### config.mk
export PLATFORM = sky130hd
export DESIGN_NAME = udl_link_ctrl
export DESIGN_NICKNAME = d
export VERILOG_FILES = /design/src/hw/udl_pkg.sv /design/src/hw/udl_wake_seq.sv /design/src/hw/udl_link_ctrl.sv
export VERILOG_INCLUDE_DIRS = /design/src /design/src/hw
export SDC_FILE = /design/constraint.sdc
export NUM_CORES = 1
export LEC_CHECK = 0
export BUFFER_PORTS_ARGS = -buffer_cell sky130_fd_sc_hd__buf_2
export CELL_PAD_IN_SITES_DETAIL_PLACEMENT = 0
export CELL_PAD_IN_SITES_GLOBAL_PLACEMENT = 1
export CORE_UTILIZATION = 45
export CTS_CLUSTER_SIZE = 24
export DETAILED_ROUTE_END_ITERATION = 7
export PLACE_DENSITY_LB_ADDON = 0.1
export RECOVER_POWER = 50
export SYNTH_ARGS = -nofsm -noshare
export SYNTH_HDL_FRONTEND = slang
export SYNTH_HIERARCHICAL = 1
export SYNTH_SLANG_ARGS = --single-unit
### constraint.sdc
create_clock -name mclk_i -period 3.02 [get_ports mclk_i]
set_input_delay 0.302 -clock mclk_i [delete_from_list [all_inputs] [get_ports mclk_i]]
set_output_delay 0.302 -clock mclk_i [all_outputs]
set_load 0.01 [all_outputs]
### src/hw/udl_consts.svh
`ifndef UDL_CONSTS_SVH
`define UDL_CONSTS_SVH
// Register indices, byte address is index times four
`define UDL_IDX_CTL      6'h00
`define UDL_IDX_WAKE     6'h02
`define UDL_IDX_TGL      6'h04
`define UDL_IDX_ADDR     6'h08
`define UDL_IDX_ISO      6'h0a
`define UDL_IDX_FLAG     6'h10
// Field positions
`define UDL_CTL_OSC_EN   15
`define UDL_CTL_ICLK_EN  11
`define UDL_CTL_XOC_HI   9
`define UDL_CTL_XOC_LO   8
`define UDL_CTL_OP_EN    0
`define UDL_CTL_WMASK    16'hff01
`define UDL_WAKE_REQ     0
`define UDL_ISO_LATCH    11
`define UDL_FLAG_FRAME   0
// Encodings
`define UDL_XOC_FLOAT    2'h0
`define UDL_XOC_LOW      2'h1
`define UDL_XOC_RSVD     2'h2
`define UDL_XOC_HIGH     2'h3
`define UDL_DS_DEFAULT   3'h1
`define UDL_DS_SUSP      2
`define UDL_TYPE_ISO     2'h3
// Reset values
`define UDL_RST_WORD     16'h0000
// Timing
`define UDL_CNT_W        17
`define UDL_CLK_KHZ      10000
`define UDL_IDLE_MS      2
`define UDL_K_MS         10
`endif

### src/hw/udl_pkg.sv
`include "udl_consts.svh"
package udl_pkg;
	typedef enum logic [2:0] {
		UDL_W_IDLE  = 3'b001,
		UDL_W_WAIT  = 3'b010,
		UDL_W_DRIVE = 3'b100
	} udl_wphase_t;
	typedef struct packed {
		udl_wphase_t                 phase;
		logic [`UDL_CNT_W-1:0]       idle_cnt;
		logic [`UDL_CNT_W-1:0]       k_cnt;
	} udl_wake_t;
	typedef struct packed {
		logic [7:0]                  addr;
		logic [15:0]                 wdata;
		logic                        wr;
		logic                        rd;
	} udl_bus_t;
	typedef struct packed {
		logic [2:0]                  device_state_field;
		logic                        bus_reset;
		logic                        sof_ok;
		logic [10:0]                 sof_frame;
		logic                        iso_done;
		logic [2:0]                  iso_ep;
		logic [6:0]                  ep_ack;
		logic                        setaddr_req;
		logic [6:0]                  setaddr;
		logic                        zlp_sent;
	} udl_usb_ev_t;
	typedef struct packed {
		logic [15:0]                 ctl;
		logic [6:0]                  addr;
		logic [6:0]                  pend_addr;
		logic                        pend_valid;
		logic                        frame_latch_mode;
		logic [10:0]                 frame_number_field;
		logic [10:0]                 last_sof;
		logic                        frame_received_flag;
		logic [6:0]                  toggle;
		logic [15:0]                 rdata;
		logic                        pin_out;
		logic                        pin_oe_n;
		logic                        engine_en;
	} udl_state_t;
endpackage

### src/hw/udl_wake_seq.sv
`timescale 1ns/1ps
`default_nettype none
`include "udl_consts.svh"
module udl_wake_seq #(
	parameter int unsigned IDLE_CYC = 20000,
	parameter int unsigned K_CYC    = 100000
) (
	// Clock and reset
	input  wire logic mclk_i,
	input  wire logic rst_n_i,
	// Control
	input  wire logic srst_i,
	input  wire logic clk_run_i,
	input  wire logic suspended_i,
	input  wire logic req_i,
	// Status
	output logic      pending_o,
	output logic      k_drive_o
);
	localparam logic [`UDL_CNT_W-1:0] IDLE_END = `UDL_CNT_W'(IDLE_CYC);
	localparam logic [`UDL_CNT_W-1:0] K_END    = `UDL_CNT_W'(K_CYC - 1);

	udl_pkg::udl_wake_t s;
	udl_pkg::udl_wake_t d;
	logic               idle_done;

	assign idle_done = s.idle_cnt == IDLE_END;
	assign pending_o = s.phase != udl_pkg::UDL_W_IDLE;
	assign k_drive_o = s.phase == udl_pkg::UDL_W_DRIVE;

	// ****************************************
	// Wakeup sequencing
	// ****************************************
	always_comb begin
		d = s;
		if (!suspended_i) begin
			d.idle_cnt = '0;
		end else if (clk_run_i && !idle_done) begin
			d.idle_cnt = s.idle_cnt + 1'b1;
		end
		unique case (s.phase)
			udl_pkg::UDL_W_IDLE: begin
				if (req_i) begin
					d.phase = udl_pkg::UDL_W_WAIT;
				end
			end
			udl_pkg::UDL_W_WAIT: begin
				if (!suspended_i) begin
					d.phase = udl_pkg::UDL_W_IDLE;
				end else if (idle_done) begin
					d.phase = udl_pkg::UDL_W_DRIVE;
					d.k_cnt = '0;
				end
			end
			udl_pkg::UDL_W_DRIVE: begin
				if (clk_run_i) begin
					if (s.k_cnt == K_END) begin
						d.phase = udl_pkg::UDL_W_IDLE;
					end else begin
						d.k_cnt = s.k_cnt + 1'b1;
					end
				end
			end
		endcase
		if (srst_i) begin
			d.phase    = udl_pkg::UDL_W_IDLE;
			d.idle_cnt = '0;
			d.k_cnt    = '0;
		end
	end

	always_ff @(posedge mclk_i or negedge rst_n_i) begin
		if (!rst_n_i) begin
			s <= '{phase: udl_pkg::UDL_W_IDLE, default: '0};
		end else begin
			s <= d;
		end
	end
endmodule
`default_nettype wire

### src/hw/udl_link_ctrl.sv
// Function
// - Output control drives pin and serial engine
// - Codes: 00 float/stop, 01 low, 11 high
// - Operation enable low holds software reset
// - Wakeup request accepted only while suspended
// - Accepted wakeup drives K 10 ms, self-clears
// - Wakeup bit reads pending; writing 0 ignored
// - Early request waits 2 ms after suspend
// - Wakeup counts pause while clocks disabled
// - Toggle clear bit forces endpoint DATA0
// - Toggle clear bits always read zero
// - Hardware toggles on each successful transaction
// - Bus and software resets never change endpoint data toggles
// - Device address is read-only to software
// - Set-address in default state loads address
// - Address latched at zero-length status packet
// - Frame status valid only for isochronous endpoints
// - Latch mode 0 captures each good frame
// - Latch mode 1 captures at isochronous completion
// - Frame number read-only; capture sets flag
//
// Design decision made here: strobed register access.
`timescale 1ns/1ps
`default_nettype none
`include "udl_consts.svh"
module udl_link_ctrl #(
	parameter int unsigned IDLE_CYC = `UDL_IDLE_MS * `UDL_CLK_KHZ,
	parameter int unsigned K_CYC    = `UDL_K_MS * `UDL_CLK_KHZ
) (
	// Clock and reset
	input  wire logic                mclk_i,
	input  wire logic                rst_n_i,
	// Register port
	input  wire udl_pkg::udl_bus_t   bus_i,
	output logic [15:0]              rdata_o,
	// USB engine events
	input  wire udl_pkg::udl_usb_ev_t usb_ev_i,
	input  wire logic [13:0]         endpoint_transfer_type_i,
	// Transceiver and link
	output logic                     transceiver_on_pin_o,
	output logic                     transceiver_on_pin_oe_n_o,
	output logic                     serial_interface_engine_en_o,
	output logic                     k_state_drive_o,
	// Endpoint and frame state
	output logic [6:0]               data_toggle_o,
	output logic [6:0]               device_address_o,
	output logic [10:0]              frame_number_field_o,
	output logic                     frame_received_flag_o
);
	udl_pkg::udl_state_t q;
	udl_pkg::udl_state_t d;
	logic                wr_ctl;
	logic                wr_wake;
	logic                wr_tgl;
	logic                wr_iso;
	logic                wr_flag;
	logic                wake_req;
	logic                wake_pending;
	logic                clk_run;
	logic [6:0]          tgl_nxt;
	logic [7:0]          iso_vec;
	logic                frame_set;
	logic                op_en_nxt;

	// ****************************************
	// Address decode
	// ****************************************
	assign wr_ctl  = bus_i.wr && bus_i.addr == {`UDL_IDX_CTL, 2'b00};
	assign wr_wake = bus_i.wr && bus_i.addr == {`UDL_IDX_WAKE, 2'b00};
	assign wr_tgl  = bus_i.wr && bus_i.addr == {`UDL_IDX_TGL, 2'b00};
	assign wr_iso  = bus_i.wr && bus_i.addr == {`UDL_IDX_ISO, 2'b00};
	assign wr_flag = bus_i.wr && bus_i.addr == {`UDL_IDX_FLAG, 2'b00};

	assign clk_run  = q.ctl[`UDL_CTL_OSC_EN] && q.ctl[`UDL_CTL_ICLK_EN];
	assign wake_req = wr_wake && bus_i.wdata[`UDL_WAKE_REQ]
		&& usb_ev_i.device_state_field[`UDL_DS_SUSP] && q.ctl[`UDL_CTL_OP_EN];
	assign op_en_nxt = d.ctl[`UDL_CTL_OP_EN];

	// ****************************************
	// Per-endpoint toggle and type
	// ****************************************
	assign iso_vec[7] = 1'b0;
	for (genvar i = 0; i < 7; i++) begin : g_ep
		assign iso_vec[i] = endpoint_transfer_type_i[2*i+1 -: 2] == `UDL_TYPE_ISO;
		assign tgl_nxt[i] = (wr_tgl && bus_i.wdata[i]) ? 1'b0
			: q.toggle[i] ^ usb_ev_i.ep_ack[i];
	end

	// ****************************************
	// Remote wakeup sequencer
	// ****************************************
	udl_wake_seq #(
		.IDLE_CYC (IDLE_CYC),
		.K_CYC    (K_CYC)
	) u_wake (
		.mclk_i      (mclk_i),
		.rst_n_i     (rst_n_i),
		.srst_i      (!op_en_nxt),
		.clk_run_i   (clk_run),
		.suspended_i (usb_ev_i.device_state_field[`UDL_DS_SUSP]),
		.req_i       (wake_req),
		.pending_o   (wake_pending),
		.k_drive_o   (k_state_drive_o)
	);

	// ****************************************
	// Next state
	// ****************************************
	always_comb begin
		d = q;
		frame_set = 1'b0;
		d.rdata = `UDL_RST_WORD;
		if (wr_ctl) begin
			d.ctl = bus_i.wdata & `UDL_CTL_WMASK;
		end
		unique case (d.ctl[`UDL_CTL_XOC_HI:`UDL_CTL_XOC_LO])
			`UDL_XOC_FLOAT: begin
				d.pin_out   = 1'b0;
				d.pin_oe_n  = 1'b1;
				d.engine_en = 1'b0;
			end
			`UDL_XOC_LOW: begin
				d.pin_out   = 1'b0;
				d.pin_oe_n  = 1'b0;
				d.engine_en = 1'b1;
			end
			`UDL_XOC_RSVD: begin
				d.pin_out   = 1'b0;
				d.pin_oe_n  = 1'b1;
				d.engine_en = 1'b0;
			end
			`UDL_XOC_HIGH: begin
				d.pin_out   = 1'b1;
				d.pin_oe_n  = 1'b0;
				d.engine_en = 1'b1;
			end
		endcase

		// Toggles, untouched by either reset
		d.toggle = tgl_nxt;

		// Address capture
		if (usb_ev_i.setaddr_req && usb_ev_i.device_state_field == `UDL_DS_DEFAULT) begin
			d.pend_addr  = usb_ev_i.setaddr;
			d.pend_valid = 1'b1;
		end
		if (usb_ev_i.zlp_sent && q.pend_valid) begin
			d.addr       = q.pend_addr;
			d.pend_valid = 1'b0;
		end
		if (usb_ev_i.bus_reset) begin
			d.addr       = '0;
			d.pend_valid = 1'b0;
		end

		// Frame number capture
		if (usb_ev_i.sof_ok) begin
			d.last_sof = usb_ev_i.sof_frame;
		end
		if (wr_iso) begin
			d.frame_latch_mode = bus_i.wdata[`UDL_ISO_LATCH];
		end
		if (wr_flag && bus_i.wdata[`UDL_FLAG_FRAME]) begin
			d.frame_received_flag = 1'b0;
		end
		if (!q.frame_latch_mode && usb_ev_i.sof_ok) begin
			d.frame_number_field = usb_ev_i.sof_frame;
			frame_set = 1'b1;
		end else if (q.frame_latch_mode && usb_ev_i.iso_done && iso_vec[usb_ev_i.iso_ep]) begin
			d.frame_number_field = q.last_sof;
			frame_set = 1'b1;
		end
		if (frame_set) begin
			d.frame_received_flag = 1'b1;
		end

		// Software reset state
		if (!d.ctl[`UDL_CTL_OP_EN]) begin
			d.addr                = '0;
			d.pend_addr           = '0;
			d.pend_valid          = 1'b0;
			d.frame_latch_mode    = 1'b0;
			d.frame_number_field  = '0;
			d.last_sof            = '0;
			d.frame_received_flag = 1'b0;
		end

		// Read data, one cycle after the strobe
		if (bus_i.rd) begin
			case (bus_i.addr)
				{`UDL_IDX_CTL, 2'b00}: begin
					d.rdata = q.ctl;
				end
				{`UDL_IDX_WAKE, 2'b00}: begin
					d.rdata = {15'h0000, wake_pending};
				end
				{`UDL_IDX_ADDR, 2'b00}: begin
					d.rdata = {9'h000, q.addr};
				end
				{`UDL_IDX_ISO, 2'b00}: begin
					d.rdata = {4'h0, q.frame_latch_mode, q.frame_number_field};
				end
				{`UDL_IDX_FLAG, 2'b00}: begin
					d.rdata = {15'h0000, q.frame_received_flag};
				end
				default: begin
					d.rdata = `UDL_RST_WORD;
				end
			endcase
		end
	end

	always_ff @(posedge mclk_i or negedge rst_n_i) begin
		if (!rst_n_i) begin
			q          <= '0;
			q.pin_oe_n <= 1'b1;
		end else begin
			q <= d;
		end
	end

	// ****************************************
	// Outputs
	// ****************************************
	assign rdata_o                      = q.rdata;
	assign transceiver_on_pin_o         = q.pin_out;
	assign transceiver_on_pin_oe_n_o    = q.pin_oe_n;
	assign serial_interface_engine_en_o = q.engine_en;
	assign data_toggle_o                = q.toggle;
	assign device_address_o             = q.addr;
	assign frame_number_field_o         = q.frame_number_field;
	assign frame_received_flag_o        = q.frame_received_flag;

	// ****************************************
	// Checks
	// ****************************************
	int unsigned k_run;
	always_ff @(posedge mclk_i or negedge rst_n_i) begin
		if (!rst_n_i) begin
			k_run <= 0;
		end else if (!k_state_drive_o) begin
			k_run <= 0;
		end else if (clk_run) begin
			k_run <= k_run + 1;
		end
	end
endmodule
`default_nettype wire

**After elaboration in Yosys (flattened, before gate mapping)**

Cells that the tools add are included.

- Flip-flop bits (word level): 111
- Bits of input ports: 78
- Logic and storage cells: 136

- $add $sub $neg: 2
- Magnitude comparators: 1
- Equality and inequality tests: 38
- Mux-type cells: 41
- Bitwise gates (word level): 7
- Reduce and logical (&&, ||, !) cells: 30

Operators with widths:

| cell | count |
|---|---|
| $mux W17 | 6 |
| $pmux W16 S5 | 1 |
| $mux W39 | 1 |
| $mux W37 | 1 |
| $add A17 B1 Y17 const B | 2 |
| $pmux W17 S2 | 1 |
| $mux W11 | 3 |
| $logic_and A1 B1 Y1 | 23 |
| $ne A3 B2 Y1 const B | 7 |
| $eq A2 B2 Y1 const B | 9 |
| $pmux W3 S3 | 2 |
| $eq A17 B15 Y1 const B | 1 |
| $eq A17 B17 Y1 const B | 1 |
| $eq A8 B6 Y1 const B | 2 |
| $mux W16 | 1 |
| $mux W1 | 15 |
| $mux W3 | 5 |
| $mux W7 | 2 |
| $mux W10 | 1 |
| $ne A3 B1 Y1 const B | 3 |
| $eq A8 B4 Y1 const B | 1 |
| $eq A8 B5 Y1 const B | 1 |
| $eq A8 B7 Y1 const B | 1 |
| $logic_not A8 Y1 | 1 |
| other kinds (18) | 28 |

**Logic depth before layout (Yosys ltp)**

Gate-level depths: netlist of the first run.

- Depth after elaboration: 8
- Gate-level depth with buffers: 9
- Depth with buffers taken out: 8

**Modules after synthesis**

The synthesis of the first run kept the hierarchy.

Modules (own cells, without submodules):

| module | instances | cells an instance | area an instance (um^2) | sequential area each (um^2) |
|---|---|---|---|---|
| udl_link_ctrl | 1 | 318 | 3472.1 | 1828.0 |
| udl_wake_seq | 1 | 231 | 2080.7 | 927.1 |

**Least setup slack after synthesis of the first run**

No wires, ideal clock.

- Path type: input-to-reg
- From: input port bus_i[20] in the netlist's numbering
- To: register u_wake/s[9] in the netlist's numbering
- Library setup time: 83 ps
- Arrival: 2054 ps
- Data required time: 2937 ps
- Setup slack: 883 ps
- Cell stages on the path: 8
- Cell sequence: nor3_1 -> nand4_1 -> mux2i_2 -> buf_2 -> a21oi_1 -> o31a_1 -> or4_1 -> o21ai_0

- Cells in the longest elaborated chain, start to end: 5
- Elaborated cells on any way between the ends: 10
- Classes of those cells: eq/ne: 5; mux: 2; reduce/logical: 3

Ends and longest elaborated chain:

| what | line | text |
|---|---|---|
| start, declared | udl_link_ctrl.sv:34 | `input wire udl_pkg::udl_bus_t bus_i,` |
| $logic_not A8 Y1 * | udl_link_ctrl.sv:68 | `` assign wr_ctl = bus_i.wr && bus_i.addr == {`UDL_IDX_CTL, 2'b00}; `` |
| $logic_and A1 B1 Y1 * | udl_link_ctrl.sv:68 |  |
| $mux W10 * | udl_link_ctrl.sv:113 | `if (wr_ctl) begin` |
| $ne A3 B2 Y1 (no line) or $ne A3 B3 Y1 (tied branches) | n/a |  |
| $reduce_and A5 Y1 (no line) | n/a |  |
| end signal, assigned | udl_wake_seq.sv:74 | `s <= '{phase: udl_pkg::UDL_W_IDLE, default: '0};` |
| end signal, assigned | udl_wake_seq.sv:76 | `s <= d;` |
| end, declared | udl_wake_seq.sv:23 | `udl_pkg::udl_wake_t s;` |

Mark *: on every way between the ends. The rest lies on a longest branch, timed or not.
A chain may end at the register's enable or synchronous reset.

**Worst setup path in the final report of the first run**

- From: register u_wake/s[17] in the netlist's numbering
- To: register u_wake/s[6] in the netlist's numbering

- Cells in the longest elaborated chain, start to end: 3

Ends and longest elaborated chain:

| what | line | text |
|---|---|---|
| $eq A17 B15 Y1 | udl_wake_seq.sv:27 | `assign idle_done = s.idle_cnt == IDLE_END;` |
| $ne A3 B2 Y1 (no line) | n/a |  |
| $reduce_and A5 Y1 (no line) | n/a |  |

No other way between the ends.

==> flow_summary.ini, run 1 <==
[outcome]
outcome = completed

[critical_path]
ff2ff_setup_slack_ns = 0.59
cp_max_fo = 10
end_kind = register
ff2ff_path_depth = 7
critPathLaunchType = register
worstReg2RegEnd = u_wake/s[6]
cp.required_ns = 3.25
worstSetupPathType = reg2reg
worstReg2RegStart = u_wake/s[17]
cp_data_arrival_time_ns = 2.67

[sta]
rsz0062_at_grt = false
hold_slack_ns = 0.113
hold_violations = 0
fmax_ghz = 0.411
maxSlewHeadroom_pct = 24.3
setup_viol = 0
setup_slack_ns = 0.586
finalSetupTns_ns = 0
report.final.slew_viol_count = 0
min_period_ns = 2.43
worst_pin_slew_ns = 1.14
finClkSkew_ns = 0.00765
post-route-period-util_pct = 80.6

[cts]
tritoncts = done
path_clk_slew_ns = 0.07
cts_made_buffers = 9
worstSkewPairLatency_ns = 0.35
cts_hold_buf = 1
clock-sinks = 110
cts_setup_buffers = 0
clockBufferDepth = 2
ctsResizeCount = 0
h-tree-depth = 3
root_buffer = clkbuf_16

[grt]
grt_usage_pct = 20.6
overflow = 0
grt_pass1_wl_mm = 20.6
grt_max_degree = 48
grt_pass1_vias = 4138
antenna_found_initial = 0

[cells_and_area]
fin_area_um2 = 6260
drive_above_1_share_pct = 20.1
syn_to_final_growth_pct = 12.8
num_antenna_cells = 0
nets = 708

[die]
io_pins = 124
rows = 40
initial_core_util_pct = 46.2
die_area_um2 = 12800
core_um2 = 12000
die_w_um = 113
die_h_um = 113

[logic_synthesis]
ys_types = 58
synth-async-reset-ratio_pct = 100
yosysSeqAreaShare_pct = 49.6
synthesis.instances = 549
postSynthAreaPerCell_um2 = 10.1
yosys_warnings = 6
synth_nets = 630
synth_edf_count = 0
ys_ff_latch = 110
ys.flop_type = dfrtp_1
syn_area_um2 = 5550

[placement]
post-dp-hpwl_mm = 8.88
globalplace.congestion = 0.836
place_ws_ns = 0.506
place_area_um2 = 6020
port_buffers = 122

[routing]
dr.pass1.iters = 4
drt_wl_total_mm = 12.4
vias_per_cell = 5.41
drcViolationCount = 0
num_vias = 4211
initialDrtViolationCount = 216
ant_nets = 0
wl_per_cell_um = 15.9

[pwr]
swShare_pct = 24.6
combPwrFrac_pct = 10.1
p_leak_nw = 2.78
pwr-share-seq_pct = 50.6
internal-power_mw = 2.35
ir_worst_vdd_uv = 326
power.density_nw_per_um2 = 498
clkPwrFrac_pct = 39.3
switchingPower_mw = 0.768

[min_path]
min_delay_worst_endpoint = data_toggle_o[4]
min_path_type = in2reg
hp-start = bus_i[6]
min_path_cells = 2

[job]
maxCapViolCount = 0
## flip-flops by register name, indices dropped and copies added, names as in the netlist
| register | count |
|---|---|
| q | 28 |
| frame_received_flag_o | 1 |
| transceiver_on_pin_oe_n_o | 1 |
| device_address_o | 7 |
| u_wake/s | 37 |
| frame_number_field_o | 11 |
| transceiver_on_pin_o | 1 |
| rdata_o | 16 |
| serial_interface_engine_en_o | 1 |
| data_toggle_o | 7 |
## placed cells by master, fill, tap and decap left out, drive strengths merged, types with 3 or more instances in the layout
| master | instances |
|---|---|
| dfrtp | 108 |
| buf | 83 |
| clkbuf | 57 |
| nor2 | 55 |
| a21oi | 40 |
| mux2i | 40 |
| nand2 | 35 |
| o21ai | 35 |
| nand3 | 24 |
| inv | 16 |
| nand4 | 13 |
| xnor2 | 11 |
| xor2 | 11 |
| and2 | 9 |
| mux2 | 9 |
| nor3 | 8 |
| nand2b | 7 |
| o31ai | 7 |
| and3 | 5 |
| a22o | 5 |
| nand4b | 4 |
| nor3b | 4 |
| a31oi | 4 |
| a41oi | 3 |
| ha | 3 |
| nor4b | 3 |
| nor4 | 3 |
## routing by layer
layer / GRT usage [%] / wire [um] / up-vias
met5: 0 / 0 / -
met4: 6.05 / 165 / 0
met1: 27.5 / 5840 / 2053
met2: 32.4 / 5710 / 99
met3: 6.43 / 690 / 9
li1: - / - / 2050
## metrics by stage
step	instances	power, mW	util [%]
6_report	779	3.12	52.1
5_1_grt	779	3.26	52.1
4_1_cts	779	3.18	52.8
3_5_place_dp	762	1.94	50.1
3_3_place_gp	762	1.93	50.1
2_1_floorplan	549	1.83	-
## Yosys cell counts (all sizes together), types with 3 or more instances
library cell    n  share of area, %
nand2          35               2.4
ha              3              0.68
mux2            9               1.8
nor3b           4              0.54
a22o            5              0.79
inv            13              0.88
nor4            3              0.61
and2            9               1.0
nor2           55               3.7
xor2           11               1.7
nand4          13               1.5
o21ai          35               3.2
o31ai           7               1.2
clkbuf         11              0.74
a21oi          40               3.6
nand2b          7              0.79
a41oi           3              0.47
nand4b          4              0.63
nand3          24               2.3
dfrtp         108                49
and3            5              0.56
buf            52               6.5
a31oi           4              0.45
xnor2          11               1.7
nor4b           3              0.74
nor3            8              0.81
mux2i          40               7.3
## cells by family (layout without fill, tap and decap cells)
kind of cell             Yosys count  in the layout  synth area share [%]
buffers and inverters             76            159                  8.11
AO/OA/AOI/OAI                    104            104                  11.2
adder cells (fa/ha/maj)            3              3                 0.676
flip-flops                       110            110                  49.6
multiplexers                      49             49                  9.10
XOR/XNOR                          22             22                  3.47
AND/OR/NAND/NOR                  185            185                  17.8
## worst max-delay path, stage by stage, from the launching register on
cell and delay, ns:
dfrtp_1 0.40, inv_1 0.10, ha_1 0.17, nor4b_1 0.25, nand4_1 0.32, o31ai_4 0.51
nand2_2 0.25, o41ai_1 0.32
## layout make-up
type	count	area, um2
fill	1151	5750
sequential	110	2760
multi-input combinational	363	2350
timing repair buffer	130	616
clock buffer	11	243
tap	147	184
clock inverter	5	63.8
inverter	13	48.8
## worst max path at each step
stage | startpoint | endpoint
after floorplan | bus_i[20] | u_wake/s[9]
after global placement | bus_i[20] | u_wake/s[6]
after detailed placement | bus_i[20] | u_wake/s[6]
after CTS | u_wake/s[17] | u_wake/s[6]
after global routing | rst_n_i | q[50]
final | u_wake/s[17] | u_wake/s[6]
## power by group through the flow
stage	logic (mW)	registers [mW]	clock network, mW
2_1_floorplan	0.234	1.60	0
3_3_place_gp	0.330	1.60	0
3_5_place_dp	0.335	1.61	0
4_1_cts	0.338	1.58	1.26
5_1_grt	0.352	1.59	1.32
6_report	0.315	1.58	1.22
Power figures use the tool's default switching activity.
==> run 2: changes to the inputs <==
--- a/config.mk
+++ b/config.mk
@@ -6,10 +6,11 @@
 export SDC_FILE = /design/constraint.sdc
 export NUM_CORES = 1
 export LEC_CHECK = 0
+export ABC_AREA = 1
 export BUFFER_PORTS_ARGS = -buffer_cell sky130_fd_sc_hd__buf_2
 export CELL_PAD_IN_SITES_DETAIL_PLACEMENT = 0
 export CELL_PAD_IN_SITES_GLOBAL_PLACEMENT = 1
-export CORE_UTILIZATION = 45
+export CORE_UTILIZATION = 40
 export CTS_CLUSTER_SIZE = 24
 export DETAILED_ROUTE_END_ITERATION = 7
 export PLACE_DENSITY_LB_ADDON = 0.1
==> constraint.sdc (replaced) <==
create_clock -name mclk_i -period 2.5 [get_ports mclk_i]
set_input_delay 0.25 -clock mclk_i [delete_from_list [all_inputs] [get_ports mclk_i]]
set_output_delay 0.25 -clock mclk_i [all_outputs]
set_load 0.01 [all_outputs]
==> flow_summary.ini, run 2 <==
[outcome]
outcome = completed

[grt]
grt_usage_pct = 20.2
grt_pass1_vias = 5293
antenna_found_initial = 0
overflow = 0
grt_pass1_wl_mm = 26.4
grt_max_degree = 45

[placement]
place_area_um2 = 6940
place_ws_ns = 0.280
post-dp-hpwl_mm = 11.6
port_buffers = 122
dp_cells = 1154
globalplace.congestion = 0.825

[logic_synthesis]
yosys_warnings = 6
syn_area_um2 = 6430
yosysTopAreaCellShare_pct = 42.0
yosys-top-cells-count = 208 x nand2_1, 111 x nor2_1, 108 x dfrtp_1
ys.flop_type = dfrtp_1
ys_ff_latch = 110
yosysSeqAreaShare_pct = 42.8
synth_nets = 961
synth_area_leader_cell = dfrtp_1
postSynthAreaPerCell_um2 = 7.31
synth_edf_count = 0
yosys.cell_count.top_type = nand2_1
synth_area_leaders = dfrtp_1 42%, nand2_1 12%, nand3_1 7.4%
synthesis.instances = 880
synth-async-reset-ratio_pct = 100
ys_types = 43

[routing]
drt_wl_total_mm = 15.8
drcViolationCount = 0
drt-met1-wl_mm = 7.74
ant_nets = 0
wl_per_cell_um = 13.5
vias_per_cell = 4.82
dr.pass1.iters = 6
top_layer = met4
met2_length_mm = 7.18
num_vias = 5642
initialDrtViolationCount = 353
wl_met3_um = 630

[cts]
cts_made_buffers = 9
clock-sinks = 110
clockBufferDepth = 2
path_clk_slew_ns = 0.07
tritoncts = done
worstSkewPairLatency_ns = 0.35
h-tree-depth = 3
root_buffer = clkbuf_16

[job]
maxCapViolCount = 0

[cells_and_area]
nFillCells = 1652
multi_input_area_um2 = 2780
drive_above_1_share_pct = 15.0
layout_commonest_cell = nand2_1
regMostFlops = u_wake/s
layout_common_cells = 209 x nand2_1, 111 x nor2_1, 108 x dfrtp_1, 105 x inv_1, 95 x nand3_1
nets = 1036
fin_area_um2 = 7160
num_antenna_cells = 0
fin_util_pct = 46.4
regArea_um2 = 2760
syn_to_final_growth_pct = 11.4
fin_cells = 1170
largest_register_ffs = 37

[sta]
finalSetupTns_ns = 0
hold_violations = 0
setup_slack_ns = 0.585
report.final.slew_viol_count = 0
post-route-period-util_pct = 76.6
rsz0062_at_grt = false
min_period_ns = 1.92
worst_pin_slew_ns = 1.03
maxSlewHeadroom_pct = 31.0
finClkSkew_ns = 0.00874
setup_viol = 0
fmax_ghz = 0.522
hold_slack_ns = 0.135

[critical_path]
critPathLaunch = rst_n_i
worstReg2RegStart = u_wake/s[0]
ff2ff_path_depth = 9
worstReg2RegEnd = u_wake/s[14]
cp_max_fo = 40
worstSetupPathType = in2async
end_kind = asynchronous set/reset pin
critPathLaunchType = input port
ff2ff_setup_slack_ns = 0.70
cp.required_ns = 2.87
cp_data_arrival_time_ns = 2.29
crit_path_end = device_address_o[4]

[pwr]
p_leak_nw = 3.49
power.density_nw_per_um2 = 511
ir_worst_vdd_uv = 331
p_total_mw = 3.66

[die]
core_um2 = 15400
die_area_um2 = 16600
io_pins = 124
initial_core_util_pct = 41.7
rows = 45
die_w_um = 129
die_h_um = 129

[min_path]
min_path_type = in2reg
run 2: changes by cell type in the layout (fill, tap and decap cells not counted), sizes merged, moves of 7 or more:
cell	delta
o21ai	+18
buf	+13
xnor2	-7
nand2b	-7
mux2	-8
a21oi	-13
inv	+93
nand2	+179
nor2	+71
and2	-8
clkbuf	-8
nand3	+75
mux2i	-40
nand4	+12
run 2: cell families after synthesis:
logic type / after synthesis / share of synthesized area, %
simple gates: 480 / 33.5
buf+inv: 184 / 13.9
flops: 110 / 42.8
compound gates: 88 / 7.12
xor+xnor: 14 / 1.91
fa+ha+maj: 3 / 0.584
mux: 1 / 0.175
run 2: layout make-up:
class	instances	area share [%]
inverter	112	5.89
sequential	110	38.5
clock inverter	5	0.524
clock buffer	10	3.20
multi-input combinational	586	38.8
tap	211	3.69
timing repair buffer	136	9.47
run 2: power breakdown:
part / total [mW] / internal (mW) / switching, mW / leakage (nW)
Clock: 1.33 / 0.673 / 0.657 / 0.125
Sequential: 1.90 / 1.86 / 0.0473 / 1.49
Combinational: 0.429 / 0.156 / 0.273 / 1.88
run 2: critical path, stage by stage:
cell and delay (ns):
dlygate4sd3_1 0.52, clkbuf_2 0.77, clkbuf_1 0.71
run 2: routing by layer:
| metal | vias up | track usage, % |
|---|---|---|
| li1 | 2896 | - |
| met1 | 2598 | 28.7 |
| met2 | 134 | 32.1 |
| met3 | 14 | 3.28 |
| met4 | 0 | 5.05 |
| met5 | - | 0 |
run 2: repair_timing:
item                                   CTS  global route
buffers inserted                         0             0
hold buffers                             1             0
endpoints found under the hold margin   36             0
resized for setup                        0             0
run 2: worst min path at each step:
stage                startpoint                to  slack, ns  depth (start not counted)
CTS                 usb_ev_i[4]             q[54]       0.12                          3
floorplan               rst_n_i  data_toggle_o[0]      -0.05                          0
detailed placement      rst_n_i             q[77]       0.26                          1
global placement        rst_n_i       rdata_o[13]       0.26                          1
finish              usb_ev_i[2]             q[52]       0.13                          3
global route        usb_ev_i[2]             q[52]       0.12                          3
